**src/hw/i2cseq_pkg.sv**
```systemverilog
// =====================================================================
// shared constants of the transfer sequencer
package i2cseq_pkg;

	// =================================================================
	// register byte offsets on the avalon slave
	localparam logic [4:0] OFS_CONTROL_ONE = 5'h00;
	localparam logic [4:0] OFS_CONTROL_TWO = 5'h04;
	localparam logic [4:0] OFS_OWN_ADDRESS = 5'h08;
	localparam logic [4:0] OFS_DATA_BUFFER = 5'h0c;
	localparam logic [4:0] OFS_BUS_STATUS  = 5'h10;

	// =================================================================
	// field positions
	localparam int CR1_BC_LSB  = 5;
	localparam int CR1_ACK_BIT = 4;
	localparam int CR1_SCK_LSB = 0;
	localparam int CR2_MST_BIT = 7;
	localparam int CR2_TRX_BIT = 6;
	localparam int CR2_BB_BIT  = 5;
	localparam int CR2_PIN_BIT = 4;
	localparam int CR2_SBIM_LSB = 2;
	localparam int AR_SA_LSB   = 1;
	localparam int AR_ALS_BIT  = 0;

	// =================================================================
	// reset values and codes
	localparam logic [2:0] RST_BC    = 3'h0;
	localparam logic [2:0] RST_SCK   = 3'h0;
	localparam logic       RST_ACK   = 1'b0;
	localparam logic       RST_PIN   = 1'b1;
	localparam logic [1:0] RST_SBIM  = 2'h0;
	localparam logic [6:0] RST_SA    = 7'h00;
	localparam logic       RST_ALS   = 1'b0;
	localparam logic [1:0] SBIM_I2C  = 2'h2;
	localparam logic [3:0] CMD_START = 4'hf;
	localparam logic [3:0] CMD_STOP  = 4'hd;
	localparam logic [3:0] ADDR_CLOCKS = 4'h9;
	localparam logic [3:0] FULL_WORD   = 4'h8;

	// =================================================================
	// timing: half scl period is base cycles shifted left by the divider
	localparam int SCL_HALF_BASE_CYC = 16;

	typedef enum logic [2:0] {
		M_IDLE  = 3'b000,
		M_START = 3'b001,
		M_LOW   = 3'b010,
		M_HIGH  = 3'b011,
		M_WAIT  = 3'b100,
		M_STOP1 = 3'b101,
		M_STOP2 = 3'b110
	} i2cseq_mstate_t;

endpackage

```
**src/hw/i2cseq_linesync.sv**
```systemverilog
`timescale 1ns/1ps
`default_nettype none
// =====================================================================
// line synchroniser and condition detector
module i2cseq_linesync (
	input  wire logic clk,       // system clock
	input  wire logic rst,       // synchronous reset
	input  wire logic scl_i,     // raw scl level
	input  wire logic sda_i,     // raw sda level
	output logic      scl_s,     // synchronised scl
	output logic      sda_s,     // synchronised sda
	output logic      scl_rise,  // scl rose
	output logic      scl_fall,  // scl fell
	output logic      start_det, // start condition seen
	output logic      stop_det   // stop condition seen
);
	typedef struct packed {
		logic scl_m, sda_m;
		logic scl_q, sda_q;
		logic scl_d, sda_d;
	} i2cseq_sync_t;

	i2cseq_sync_t s, next_s;

	always_comb begin
		next_s = s;
		// first stage feeds only the second
		next_s.scl_m = scl_i;
		next_s.sda_m = sda_i;
		next_s.scl_q = s.scl_m;
		next_s.sda_q = s.sda_m;
		next_s.scl_d = s.scl_q;
		next_s.sda_d = s.sda_q;
	end

	always_ff @(posedge clk) begin
		if (rst) begin
			s <= '1;
		end else begin
			s <= next_s;
		end
	end

	assign scl_s     = s.scl_q;
	assign sda_s     = s.sda_q;
	assign scl_rise  = s.scl_q & ~s.scl_d;
	assign scl_fall  = ~s.scl_q & s.scl_d;
	assign start_det = s.scl_q & s.scl_d & s.sda_d & ~s.sda_q;
	assign stop_det  = s.scl_q & s.scl_d & ~s.sda_d & s.sda_q;
endmodule // i2cseq_linesync
`default_nettype wire

```
**src/hw/i2cseq_top.sv**
```systemverilog
// Our own choices: the address map and the Avalon-MM slave port.
`timescale 1ns/1ps
`default_nettype none
module i2cseq_top
	import i2cseq_pkg::*;
#(
	parameter int SCL_HALF_BASE = SCL_HALF_BASE_CYC
) (
	input  wire logic        CLK,          // system clock
	input  wire logic        SYS_RST,      // synchronous reset
	input  wire logic [4:0]  ADDRESS,      // avalon byte address
	input  wire logic        READ,         // avalon read
	input  wire logic        WRITE,        // avalon write
	input  wire logic [31:0] WRITEDATA,    // avalon write data
	output logic      [31:0] READDATA,     // avalon read data
	output logic             WAITREQUEST,  // avalon wait
	input  wire logic        SCL_I,        // scl line level
	output logic             SCL_O,        // scl drive value
	output logic             SCL_OE,       // scl pulled low
	input  wire logic        SDA_I,        // sda line level
	output logic             SDA_O,        // sda drive value
	output logic             SDA_OE,       // sda pulled low
	output logic             TRANSFER_IRQ  // word end pulse
);
	typedef struct packed {
		logic           wait_req;
		logic [31:0]    rdata;
		logic           ack_en;
		logic [2:0]     bc;
		logic [2:0]     sck;
		logic [6:0]     sa;
		logic           address_recognition_off;
		logic           master_select, trx, bb, pin;
		logic [1:0]     sbim;
		logic           aas, ad0, lrb;
		logic [7:0]     shift;
		logic [7:0]     rx;
		logic           start_req, stop_req, addr_phase, addr_dir;
		i2cseq_mstate_t mstate;
		logic [3:0]     bit_cnt;
		logic [15:0]    tcnt;
		logic           sl_active;
		logic [3:0]     sl_cnt;
		logic [7:0]     sl_shift;
		logic           sl_ack, sl_hold;
		logic           scl_oe, sda_oe, irq;
	} i2cseq_state_t;

	i2cseq_state_t s, next_s;

	logic scl_s, sda_s, scl_rise, scl_fall, start_det, stop_det;

	// =================================================================
	// line sampling
	i2cseq_linesync u_sync (
		.clk       (CLK),
		.rst       (SYS_RST),
		.scl_i     (SCL_I),
		.sda_i     (SDA_I),
		.scl_s     (scl_s),
		.sda_s     (sda_s),
		.scl_rise  (scl_rise),
		.scl_fall  (scl_fall),
		.start_det (start_det),
		.stop_det  (stop_det)
	);

	// =================================================================
	// helpers
	// zero means eight
	function automatic logic [3:0] word_bits(input logic [2:0] bc);
		word_bits = (bc == 3'h0) ? FULL_WORD : {1'b0, bc};
	endfunction

	function automatic logic [15:0] half_cycles(input logic [2:0] sck);
		half_cycles = 16'(SCL_HALF_BASE) << sck;
	endfunction

	logic        en, tx_mode, tdone, bus_req, acc_rd, acc_wr;
	logic [3:0]  nbits, total;

	assign en      = (s.sbim == SBIM_I2C);
	assign tx_mode = s.addr_phase | s.trx;
	assign nbits   = s.addr_phase ? FULL_WORD : word_bits(s.bc);
	assign total   = s.addr_phase ? ADDR_CLOCKS : nbits + {3'h0, s.ack_en};
	assign tdone   = (s.tcnt >= half_cycles(s.sck) - 16'h0001);
	assign bus_req = READ | WRITE;
	assign acc_rd  = READ & ~s.wait_req;
	assign acc_wr  = WRITE & ~s.wait_req;

	always_comb begin
		logic aas_set;
		aas_set = 1'b0;
		next_s = s;
		next_s.irq = 1'b0;
		next_s.tcnt = s.tcnt + 16'h0001;

		// =============================================================
		// avalon: one wait cycle, data ready when wait drops
		next_s.wait_req = ~(bus_req & s.wait_req);
		if (READ && s.wait_req) begin
			unique case (ADDRESS)
				OFS_CONTROL_ONE: next_s.rdata = {24'h0, s.bc, s.ack_en, 1'b0, s.sck};
				OFS_CONTROL_TWO: next_s.rdata = {24'h0, s.master_select, s.trx, s.bb, s.pin,
					s.sbim, 2'h0};
				OFS_OWN_ADDRESS: next_s.rdata = {24'h0, s.sa, s.address_recognition_off};
				// rx holds stale shift after address
				OFS_DATA_BUFFER: next_s.rdata = {24'h0, s.rx};
				OFS_BUS_STATUS:  next_s.rdata = {24'h0, s.master_select, s.trx, s.bb, s.pin,
					1'b0, s.aas, s.ad0, s.lrb};
				default:         next_s.rdata = 32'h0;
			endcase
		end

		// =============================================================
		// bus conditions
		// busy tracks start and stop
		if (start_det) begin
			next_s.bb = 1'b1;
			next_s.ad0 = 1'b0;
		end
		if (stop_det) begin
			next_s.bb = 1'b0;
			next_s.master_select = 1'b0;
			next_s.trx = 1'b0;
			next_s.ad0 = 1'b0;
		end

		// =============================================================
		// master engine
		unique case (s.mstate)
			M_IDLE: begin
				next_s.tcnt = 16'h0;
				if (s.start_req && en) begin
					next_s.start_req = 1'b0;
					next_s.mstate = M_START;
					next_s.sda_oe = 1'b1;
					next_s.addr_phase = 1'b1;
					next_s.addr_dir = s.shift[0];
					next_s.bit_cnt = 4'h0;
				end
			end
			M_START: begin
				if (tdone) begin
					next_s.mstate = M_LOW;
					next_s.scl_oe = 1'b1;
					next_s.tcnt = 16'h0;
				end
			end
			M_LOW: begin
				next_s.scl_oe = 1'b1;
				if (s.bit_cnt < nbits) begin
					next_s.sda_oe = tx_mode & ~s.shift[7];
				end else begin
					next_s.sda_oe = ~tx_mode;
				end
				if (tdone) begin
					next_s.mstate = M_HIGH;
					next_s.scl_oe = 1'b0;
					next_s.tcnt = 16'h0;
				end
			end
			M_HIGH: begin
				// slow slaves may stretch the high phase
				if (!scl_s) begin
					next_s.tcnt = 16'h0;
				end else if (tdone) begin
					next_s.lrb = sda_s;
					if (s.bit_cnt < nbits) begin
						next_s.shift = tx_mode ? {s.shift[6:0], 1'b0} : {s.shift[6:0], sda_s};
					end
					next_s.bit_cnt = s.bit_cnt + 4'h1;
					next_s.scl_oe = 1'b1;
					next_s.tcnt = 16'h0;
					next_s.mstate = M_LOW;
					if (s.bit_cnt + 4'h1 == total) begin
						// word end: interrupt, clear pending, hold low
						next_s.irq = 1'b1;
						next_s.pin = 1'b0;
						next_s.mstate = M_WAIT;
						next_s.rx = next_s.shift;
						next_s.addr_phase = 1'b0;
						if (s.addr_phase && !sda_s) begin
							next_s.trx = ~s.addr_dir;
						end
					end
				end
			end
			M_WAIT: begin
				next_s.scl_oe = 1'b1;
				next_s.sda_oe = 1'b0;
				next_s.tcnt = 16'h0;
				if (s.stop_req) begin
					next_s.mstate = M_STOP1;
					next_s.sda_oe = 1'b1;
				end else if (s.pin) begin
					next_s.mstate = M_LOW;
					next_s.bit_cnt = 4'h0;
				end
			end
			M_STOP1: begin
				if (tdone) begin
					next_s.mstate = M_STOP2;
					next_s.scl_oe = 1'b0;
					next_s.tcnt = 16'h0;
				end
			end
			M_STOP2: begin
				if (!scl_s) begin
					next_s.tcnt = 16'h0;
				end else if (tdone) begin
					next_s.sda_oe = 1'b0;
					next_s.stop_req = 1'b0;
					next_s.mstate = M_IDLE;
				end
			end
			default: next_s.mstate = M_IDLE;
		endcase

		// =============================================================
		// slave address reception
		if (en && !s.master_select && s.mstate == M_IDLE) begin
			// count rises, so the fall closing the start is no bit
			if (s.sl_active && scl_rise) begin
				next_s.sl_cnt = s.sl_cnt + 4'h1;
				if (s.sl_cnt < FULL_WORD) begin
					next_s.sl_shift = {s.sl_shift[6:0], sda_s};
				end
			end
			if (s.sl_active && scl_fall) begin
				if (s.sl_cnt == FULL_WORD) begin
					if (!s.address_recognition_off && (s.sl_shift[7:1] == s.sa || s.sl_shift == 8'h00)) begin
						next_s.sl_ack = 1'b1;
						next_s.sda_oe = 1'b1;
						next_s.aas = 1'b1;
						aas_set = 1'b1;
						next_s.ad0 = (s.sl_shift == 8'h00);
						next_s.trx = s.sl_shift[0];
					end else begin
						next_s.sl_active = 1'b0;
					end
				end else if (s.sl_cnt == ADDR_CLOCKS) begin
					next_s.sl_ack = 1'b0;
					next_s.sda_oe = 1'b0;
					next_s.irq = 1'b1;
					next_s.pin = 1'b0;
					next_s.sl_hold = 1'b1;
					next_s.scl_oe = 1'b1;
					next_s.sl_active = 1'b0;
				end
			end
			if (start_det) begin
				next_s.sl_active = 1'b1;
				next_s.sl_cnt = 4'h0;
			end
			if (stop_det) begin
				next_s.sl_active = 1'b0;
				next_s.sl_ack = 1'b0;
				next_s.sda_oe = 1'b0;
			end
		end
		if (s.sl_hold && s.pin) begin
			next_s.sl_hold = 1'b0;
			next_s.scl_oe = 1'b0;
		end

		// =============================================================
		// software accesses; after the engine so a set beats a clear
		if (acc_wr) begin
			unique case (ADDRESS)
				OFS_CONTROL_ONE: begin
					next_s.bc = WRITEDATA[CR1_BC_LSB +: 3];
					next_s.ack_en = WRITEDATA[CR1_ACK_BIT];
					next_s.sck = WRITEDATA[CR1_SCK_LSB +: 3];
				end
				OFS_CONTROL_TWO: begin
					next_s.master_select = WRITEDATA[CR2_MST_BIT];
					next_s.trx = WRITEDATA[CR2_TRX_BIT];
					next_s.sbim = WRITEDATA[CR2_SBIM_LSB +: 2];
					if (WRITEDATA[CR2_PIN_BIT]) begin
						next_s.pin = 1'b1;
					end
					if (WRITEDATA[CR2_MST_BIT -: 4] == CMD_START && !s.bb) begin
						next_s.start_req = 1'b1;
					end
					if (WRITEDATA[CR2_MST_BIT -: 4] == CMD_STOP && s.bb) begin
						next_s.stop_req = 1'b1;
					end
				end
				OFS_OWN_ADDRESS: begin
					next_s.sa = WRITEDATA[AR_SA_LSB +: 7];
					next_s.address_recognition_off = WRITEDATA[AR_ALS_BIT];
				end
				OFS_DATA_BUFFER: begin
					next_s.shift = WRITEDATA[7:0];
					next_s.pin = 1'b1;
					// a match in the same cycle keeps addressed set
					next_s.aas = aas_set;
				end
				default: begin
				end
			endcase
		end
		// read sets pending, clocks next word
		if (acc_rd && ADDRESS == OFS_DATA_BUFFER) begin
			next_s.pin = 1'b1;
			next_s.aas = aas_set;
		end
	end

	always_ff @(posedge CLK) begin
		if (SYS_RST) begin
			s <= '0;
			s.wait_req <= 1'b1;
			s.bc <= RST_BC;
			s.ack_en <= RST_ACK;
			s.sck <= RST_SCK;
			s.pin <= RST_PIN;
			s.sbim <= RST_SBIM;
			s.sa <= RST_SA;
			s.address_recognition_off <= RST_ALS;
			s.lrb <= 1'b1;
			s.mstate <= M_IDLE;
		end else begin
			s <= next_s;
		end
	end

	// open drain: only the enables ever change
	assign SCL_O        = 1'b0;
	assign SDA_O        = 1'b0;
	assign SCL_OE       = s.scl_oe;
	assign SDA_OE       = s.sda_oe;
	assign READDATA     = s.rdata;
	assign WAITREQUEST  = s.wait_req;
	assign TRANSFER_IRQ = s.irq;
endmodule // i2cseq_top
`default_nettype wire

```
**config.mk**
```make
export PLATFORM = sky130hd
export DESIGN_NAME = i2cseq_top
export DESIGN_NICKNAME = d
export VERILOG_FILES = /design/src/hw/i2cseq_pkg.sv /design/src/hw/i2cseq_linesync.sv /design/src/hw/i2cseq_top.sv
export SDC_FILE = /design/constraint.sdc
export NUM_CORES = 1
export LEC_CHECK = 0
export BUFFER_PORTS_ARGS = -buffer_cell sky130_fd_sc_hd__buf_4
export CAP_MARGIN = 10
export CELL_PAD_IN_SITES_DETAIL_PLACEMENT = 0
export CELL_PAD_IN_SITES_GLOBAL_PLACEMENT = 1
export CORE_MARGIN = 2
export CORE_UTILIZATION = 46
export CTS_BUF_LIST = sky130_fd_sc_hd__clkbuf_8 sky130_fd_sc_hd__clkbuf_16
export DETAILED_ROUTE_END_ITERATION = 6
export GPL_TIMING_DRIVEN = 0
export MAX_ROUTING_LAYER = met4
export PLACE_DENSITY = 0.95
export SLEW_MARGIN = 40
export SYNTH_ARGS = -nofsm -noshare
export SYNTH_HDL_FRONTEND = slang
export SYNTH_SLANG_ARGS = --single-unit
```
**constraint.sdc**
```tcl
create_clock -name CLK -period 5.32 [get_ports CLK]
set_clock_uncertainty 0.1 [all_clocks]
set_input_delay 1.064 -clock CLK [delete_from_list [all_inputs] [get_ports CLK]]
set_output_delay 1.064 -clock CLK [all_outputs]
set_load 0.02 [all_outputs]
```
Word level (Yosys, flattened, before mapping)
Index checks and enable logic that the tools add are counted.

storage, ports and cells
  word-level logic and storage cells = 254
  flip-flop bits (word level) = 123

cells by class
  multiplexer cells = 111
  $add $sub $neg = 5
  magnitude comparators = 3
  bitwise logic cells = 23
  equality and inequality tests = 30
  shift-type cells = 1
  reduce and logical (&&, ||, !) cells = 44

operator list
  cell                                                                  number
  16-bit two-way mux                                                    6
  16-bit case mux with 4 select lines                                   1
  1-bit two-way mux                                                     61
  8-bit two-way mux                                                     5
  8-bit case mux with 5 select lines                                    1
  3-bit two-way mux                                                     11
  23-bit two-way mux                                                    1
  3-bit case mux with 7 select lines                                    1
  4-bit two-way mux                                                     5
  2-bit two-way mux                                                     9
  2-bit != test, second input constant                                  9
  16-bit by 1-bit adder with 16-bit output, second input constant       1
  4-bit == test, second input constant                                  4
  16-bit >= comparator                                                  1
  5-bit by 3-bit << shifter with 16-bit output, first input constant    1
  16-bit by 1-bit subtractor with 16-bit output, second input constant  1
  7-bit two-way mux                                                     2
  1-bit logical AND                                                     12
  12-bit two-way mux                                                    1
  4-bit case mux with 3 select lines                                    1
  4-bit AND reduction                                                   3
  1-bit AND                                                             11
  5-bit by 4-bit == test with 1-bit output, second input constant       2
  1-bit inverter                                                        10
  other kinds (36)                                                      57

Logic depth before layout (Yosys ltp)
  depth in word-level cells = 18
  gate-level depth with buffers = 12

By module
From an unflattened synthesis, not the netlist that was laid out.

second synthesis, totals
  cell total of the unflattened synthesis = 668
  area total of the unflattened synthesis = 5609.1 µm²

by module, submodules not included
  module           sequential area each (µm²)  area each (µm²)  cells an instance  times used
  i2cseq_top       1861.8                      5418.9           652                1
  i2cseq_linesync  120.1                       190.2            16                 1

Worst setup path before layout
Ideal clock, no wire load.

  path type = reg2reg
  from = register s[79] (netlist bit)
  to = register s[28] (netlist bit)
  data required time = 5.158 ns
  library setup time = 0.062 ns
  slack = 2.696 ns
  cell stages (with the launch flop) = 11
  data arrival time = 2.462 ns
  cell sequence = dfxtp_1 clkbuf_1 a21oi_1 ha_1 and4_1 a221o_1 o2111ai_2 nand2_2 a2111o_1 buf_6 nor2_2

on the way
  word-level cells in the longest chain between the ends = 6
  elaborated cells on any way between the ends = 7
  classes of those cells = 1 x add/sub; 1 x order compare; 1 x shift; 4 x mux

ends and longest elaborated chain
  item                                             line               RTL
  from (decl)                                      i2cseq_top.sv:49   i2cseq_state_t s, next_s;
  from (signal assigned)                           i2cseq_top.sv:325  s <= next_s;
  5-bit by 3-bit << shifter with 16-bit output *   i2cseq_top.sv:76   half_cycles = 16'(SCL_HALF_BASE) << sck;
  16-bit by 1-bit subtractor with 16-bit output *  i2cseq_top.sv:86   assign tdone = (s.tcnt >= half_cycles(s.sck) - 16'h0001);
  16-bit >= comparator *                           i2cseq_top.sv:86
  23-bit two-way mux                               i2cseq_top.sv:167  end else if (tdone) begin
  16-bit two-way mux                               i2cseq_top.sv:165  if (!scl_s) begin
  16-bit case mux with 4 select lines *            i2cseq_top.sv:131  unique case (s.mstate)

Mark *: on every way between the ends. The rest lies on a longest branch, timed or not. The select of a mux whose other input is x is not followed.
A chain may end at the register's enable or synchronous reset.

Final worst setup path
  from = register s[80] (netlist bit)
  to = register s[68] (netlist bit)

on the way
  word-level cells in the longest chain between the ends = 12

ends and longest elaborated chain
  item                                             line               RTL
  5-bit by 3-bit << shifter with 16-bit output *   i2cseq_top.sv:76
  16-bit by 1-bit subtractor with 16-bit output *  i2cseq_top.sv:86
  16-bit >= comparator *                           i2cseq_top.sv:86
  1-bit two-way mux *                              i2cseq_top.sv:167
  1-bit two-way mux *                              i2cseq_top.sv:165
  1-bit two-way mux *                              i2cseq_top.sv:131
  1-bit two-way mux                                i2cseq_top.sv:232  if (!s.address_recognition_off && (s.sl_shift[7:1] == s.sa || s.sl_shift == 8'h00)) begin
  1-bit two-way mux                                i2cseq_top.sv:231  if (s.sl_cnt == FULL_WORD) begin
  1-bit two-way mux                                i2cseq_top.sv:230  if (s.sl_active && scl_fall) begin
  1-bit two-way mux *                              i2cseq_top.sv:222  if (en && !s.master_select && s.mstate == M_IDLE) begin
  2-bit two-way mux                                i2cseq_top.sv:270  unique case (ADDRESS)
  2-bit two-way mux *                              i2cseq_top.sv:269  if (acc_wr) begin

Mark *: on every way between the ends. The rest lies on a longest branch, timed or not.

==> impl_metrics.env <==
export IMPL_start_util_pct=46.7
export IMPL_vias_per_cell=5.67
export IMPL_crit_path_top_delay_cell="a21oi_1"
export IMPL_first_pass_iters=5
export IMPL_dp_slack_ns=2.24
export IMPL_synthMuxAreaShare_pct=5.65
export IMPL_path_buf_inv=2
export IMPL_dp_hpwl_mm=10.9
export IMPL_max_cap_viol_count=0
export IMPL_syn_mean_instance_area_um2=8.24
export IMPL_nNetsFinal=806
export IMPL_numPortBuffers=26
export IMPL_arrival_ns=3.24
export IMPL_p_clk_share_pct=44.6
export IMPL_dieHeight_um=114
export IMPL_clk_path_buf_depth=2
export IMPL_ys_seq_area_share_pct=35.6
export IMPL_crit_path_end_kind="register"
export IMPL_hold_viol=0
export IMPL_worstSetupPathType="reg -> reg"
export IMPL_fmax_mhz=324
export IMPL_htreeDepth=3
export IMPL_async_reset_ff_share_pct=0
export IMPL_placed_cell_area_um2=6050
export IMPL_maxSlewHeadroom_pct=54.0
export IMPL_p_seq_share_pct=48.8
export IMPL_cts_sinks=99
export IMPL_setup_viol=0
export IMPL_antenna_found_initial=0
export IMPL_synth_compound_area_share_pct=17.1
export IMPL_cts_root_buf="clkbuf_16"
export IMPL_synth_fa_ha_area_share_pct=4.95
export IMPL_slowest_delay_ns=0.56
export IMPL_core_area_um2=11900
export IMPL_first_global_vias=4582
export IMPL_slew_violations=0
export IMPL_insertion_delay_ns=0.36
export IMPL_post_route_util_pct=53.4
export IMPL_ant_nets=0
export IMPL_synth_seq_cells=99
export IMPL_drc=0
export IMPL_multiInputGateArea_um2=3220
export IMPL_final_common_cell="dfxtp_1"
export IMPL_ir_worst_vdd_mv=0.131
export IMPL_tightest_slew_ns=0.686
export IMPL_p_int_mw=1.15
export IMPL_die_x_um=114
export IMPL_wl_mm=14.5
export IMPL_drive_above_1_share_pct=14.9
export IMPL_critical_path_top_delay_family="compound AO/OA/AOI/OAI gates"
export IMPL_final_cell_area_um2=6360
export IMPL_cts_tree="yes"
export IMPL_status="complete, no violations"
export IMPL_synth_top_family_by_area="simple AND/OR/NAND/NOR gates"
export IMPL_grt_total_usage_pct=23.5
export IMPL_synth_distinct_cells=69
export IMPL_yosys_warnings=0
export IMPL_synth_xor_area_share_pct=4.57
export IMPL_final_cell_mix="dfxtp_1 (99), nor2_1 (66), nand2_1 (64), a21oi_1 (63), buf_4 (60)"
export IMPL_synth_flop_cell="dfxtp_1"
export IMPL_startpoint_type="register"
export IMPL_n_fill_cell=1139
export IMPL_min_period_over_period_pct=58.0
export IMPL_min_period_ns=3.09
export IMPL_io_pins=81
export IMPL_vias=5064
export IMPL_layout_setup_ws_ns=2.23
export IMPL_final_cells=893
export IMPL_worstPathMaxFanout=9
export IMPL_drt_iter0_drc=365
export IMPL_critPathRequiredTime_ns=5.47
export IMPL_path_clk_slew_ns=0.07
export IMPL_synth_edff_count=0
export IMPL_wire_per_inst_um=16.2
export IMPL_syn_area_um2=5560
export IMPL_rsz0062_at_grt="false"
export IMPL_dp_cells=877
export IMPL_switching_power_mw=0.382
export IMPL_cts_made_buffers=9
export IMPL_num_antenna_cells=0
export IMPL_synth_simple_area_share_pct=23.5
export IMPL_power_density_nw_per_um2=241
export IMPL_gp_congestion=0.973
export IMPL_regArea_um2=1980
export IMPL_worstHoldPathType="reg -> reg"
export IMPL_pwr_share_comb_pct=6.6
export IMPL_grt_pass1_wl_mm=23.2
export IMPL_synth_cells=675
export IMPL_grt_max_degree=19
export IMPL_setup_tns_ns=0
export IMPL_hold_buffers=0
export IMPL_dieArea_um2=13000
export IMPL_crit_chain="clkbuf_1, inv_1, ha_1, and4_1, a221o_1, o2111ai_2, a21oi_1, nand2_1, o311a_1"
export IMPL_rows=40
export IMPL_area_growth_pct=14.4
export IMPL_post_cts_buffers=0
export IMPL_postCtsResizedCells=0
export IMPL_leakage_nw=2.49
export IMPL_netSwitchingFraction_pct=24.9
export IMPL_grt_ovfl_total=0
-- final cells by class --
cell class | count | share of cell area (%)
plain buffers | 72 | 6.53
inverters | 15 | 0.885
clock inverters | 7 | 1.30
clock buffers | 9 | 3.54
multi-input cells | 518 | 50.7
flip-flops and latches | 99 | 31.1
repair buffers | 26 | 3.07
well taps | 147 | 2.89
-- final timing paths --
| path | start | end | slack (ns) | cells past startpoint |
|---|---|---|---|---|
| setup / recovery | s[80] | s[68] | 2.23 | 9 |
| hold / removal | u_sync.next_s[3] | u_sync.scl_s | 0.31 | 1 |
| setup reg to reg | s[80] | s[68] | 2.23 | 9 |
| hold reg to reg | u_sync.next_s[3] | u_sync.scl_s | 0.31 | 1 |
-- worst reg2reg max path, stage by stage, from the launching register on --
cell and delay, ns:
dfxtp_1 0.32, clkbuf_1 0.35, inv_1 0.10, ha_1 0.33, and4_1 0.18, a221o_1 0.16
o2111ai_2 0.19, a21oi_1 0.56, nand2_1 0.30, o311a_1 0.41
-- synth_stat cells (3+ instances only) --
library cell  count  area (µm²)
or4_1             3        22.5
a31oi_1           5        31.3
buf_2             8        40.0
a311oi_1          9        78.8
nand4_1          10        62.6
nand3b_1          5        37.5
buf_4            34         255
a21o_1            5        37.5
a22oi_1           6        45.0
nand2_1          64         240
o21a_1            3        22.5
nor2_1           66         248
xor2_1           16         140
or3_1            10        62.6
clkbuf_1         28         105
dfxtp_1          99        1980
nand4b_1          3        26.3
nor3b_1           4        30.0
a21oi_1          63         315
and2_1            4        25.0
nor2b_1           6        37.5
o211ai_1          8        60.1
o21ai_0          22         110
nor4_1            4        25.0
mux2i_1          28         280
xnor2_1          13         114
nand2b_1          7        43.8
and3_1            6        37.5
or2_2             6        37.5
o32ai_1           3        26.3
ha_1             22         275
inv_1            15        56.3
nor2_2           10        62.6
nand3_1          23         115
nor3_1           11        55.1
o2bb2ai_1         5        43.8
-- kinds of logic after synthesis --
family,Yosys count
other,2
multiplexers,30
AO/OA/AOI/OAI,149
XOR/XNOR,29
flip-flops,99
AND/OR/NAND/NOR,257
adder cells (fa/ha/maj),22
buffers and inverters,87
-- through the flow --
stage / hold slack [ns] / power [mW]
finish: 0.314 / 1.54
global route: 0.329 / 1.58
CTS: 0.316 / 1.54
detailed placement: 0.299 / 0.865
global placement: 0.295 / 0.864
floorplan: 0.289 / 0.835
-- registers in the layout, indices dropped and copies added, names as in the netlist --
| signal | cells |
|---|---|
| TRANSFER_IRQ | 1 |
| u_sync.next_s | 2 |
| u_sync.s | 2 |
| u_sync.scl_s | 1 |
| s | 81 |
| WAITREQUEST | 1 |
| READDATA | 8 |
| SCL_OE | 1 |
| u_sync.sda_s | 1 |
| SDA_OE | 1 |
-- power by group through the flow --
stage | Combinational, mW | Clock [mW] | Sequential [mW]
5_1_grt | 0.109 | 0.717 | 0.750
3_5_place_dp | 0.0986 | 0 | 0.767
3_3_place_gp | 0.0973 | 0 | 0.767
6_report | 0.101 | 0.685 | 0.750
4_1_cts | 0.0988 | 0.692 | 0.749
2_1_floorplan | 0.0683 | 0 | 0.767
-- layer usage --
layer | part of all wire (%) | GRT usage (%)
met1 | 46 | 30.8
met2 | 47 | 36.0
met4 | 2.5 | 9.76
met3 | 5.3 | 4.25
met5 | 0 | -
No activity file was read; power rests on OpenSTA's default activity.
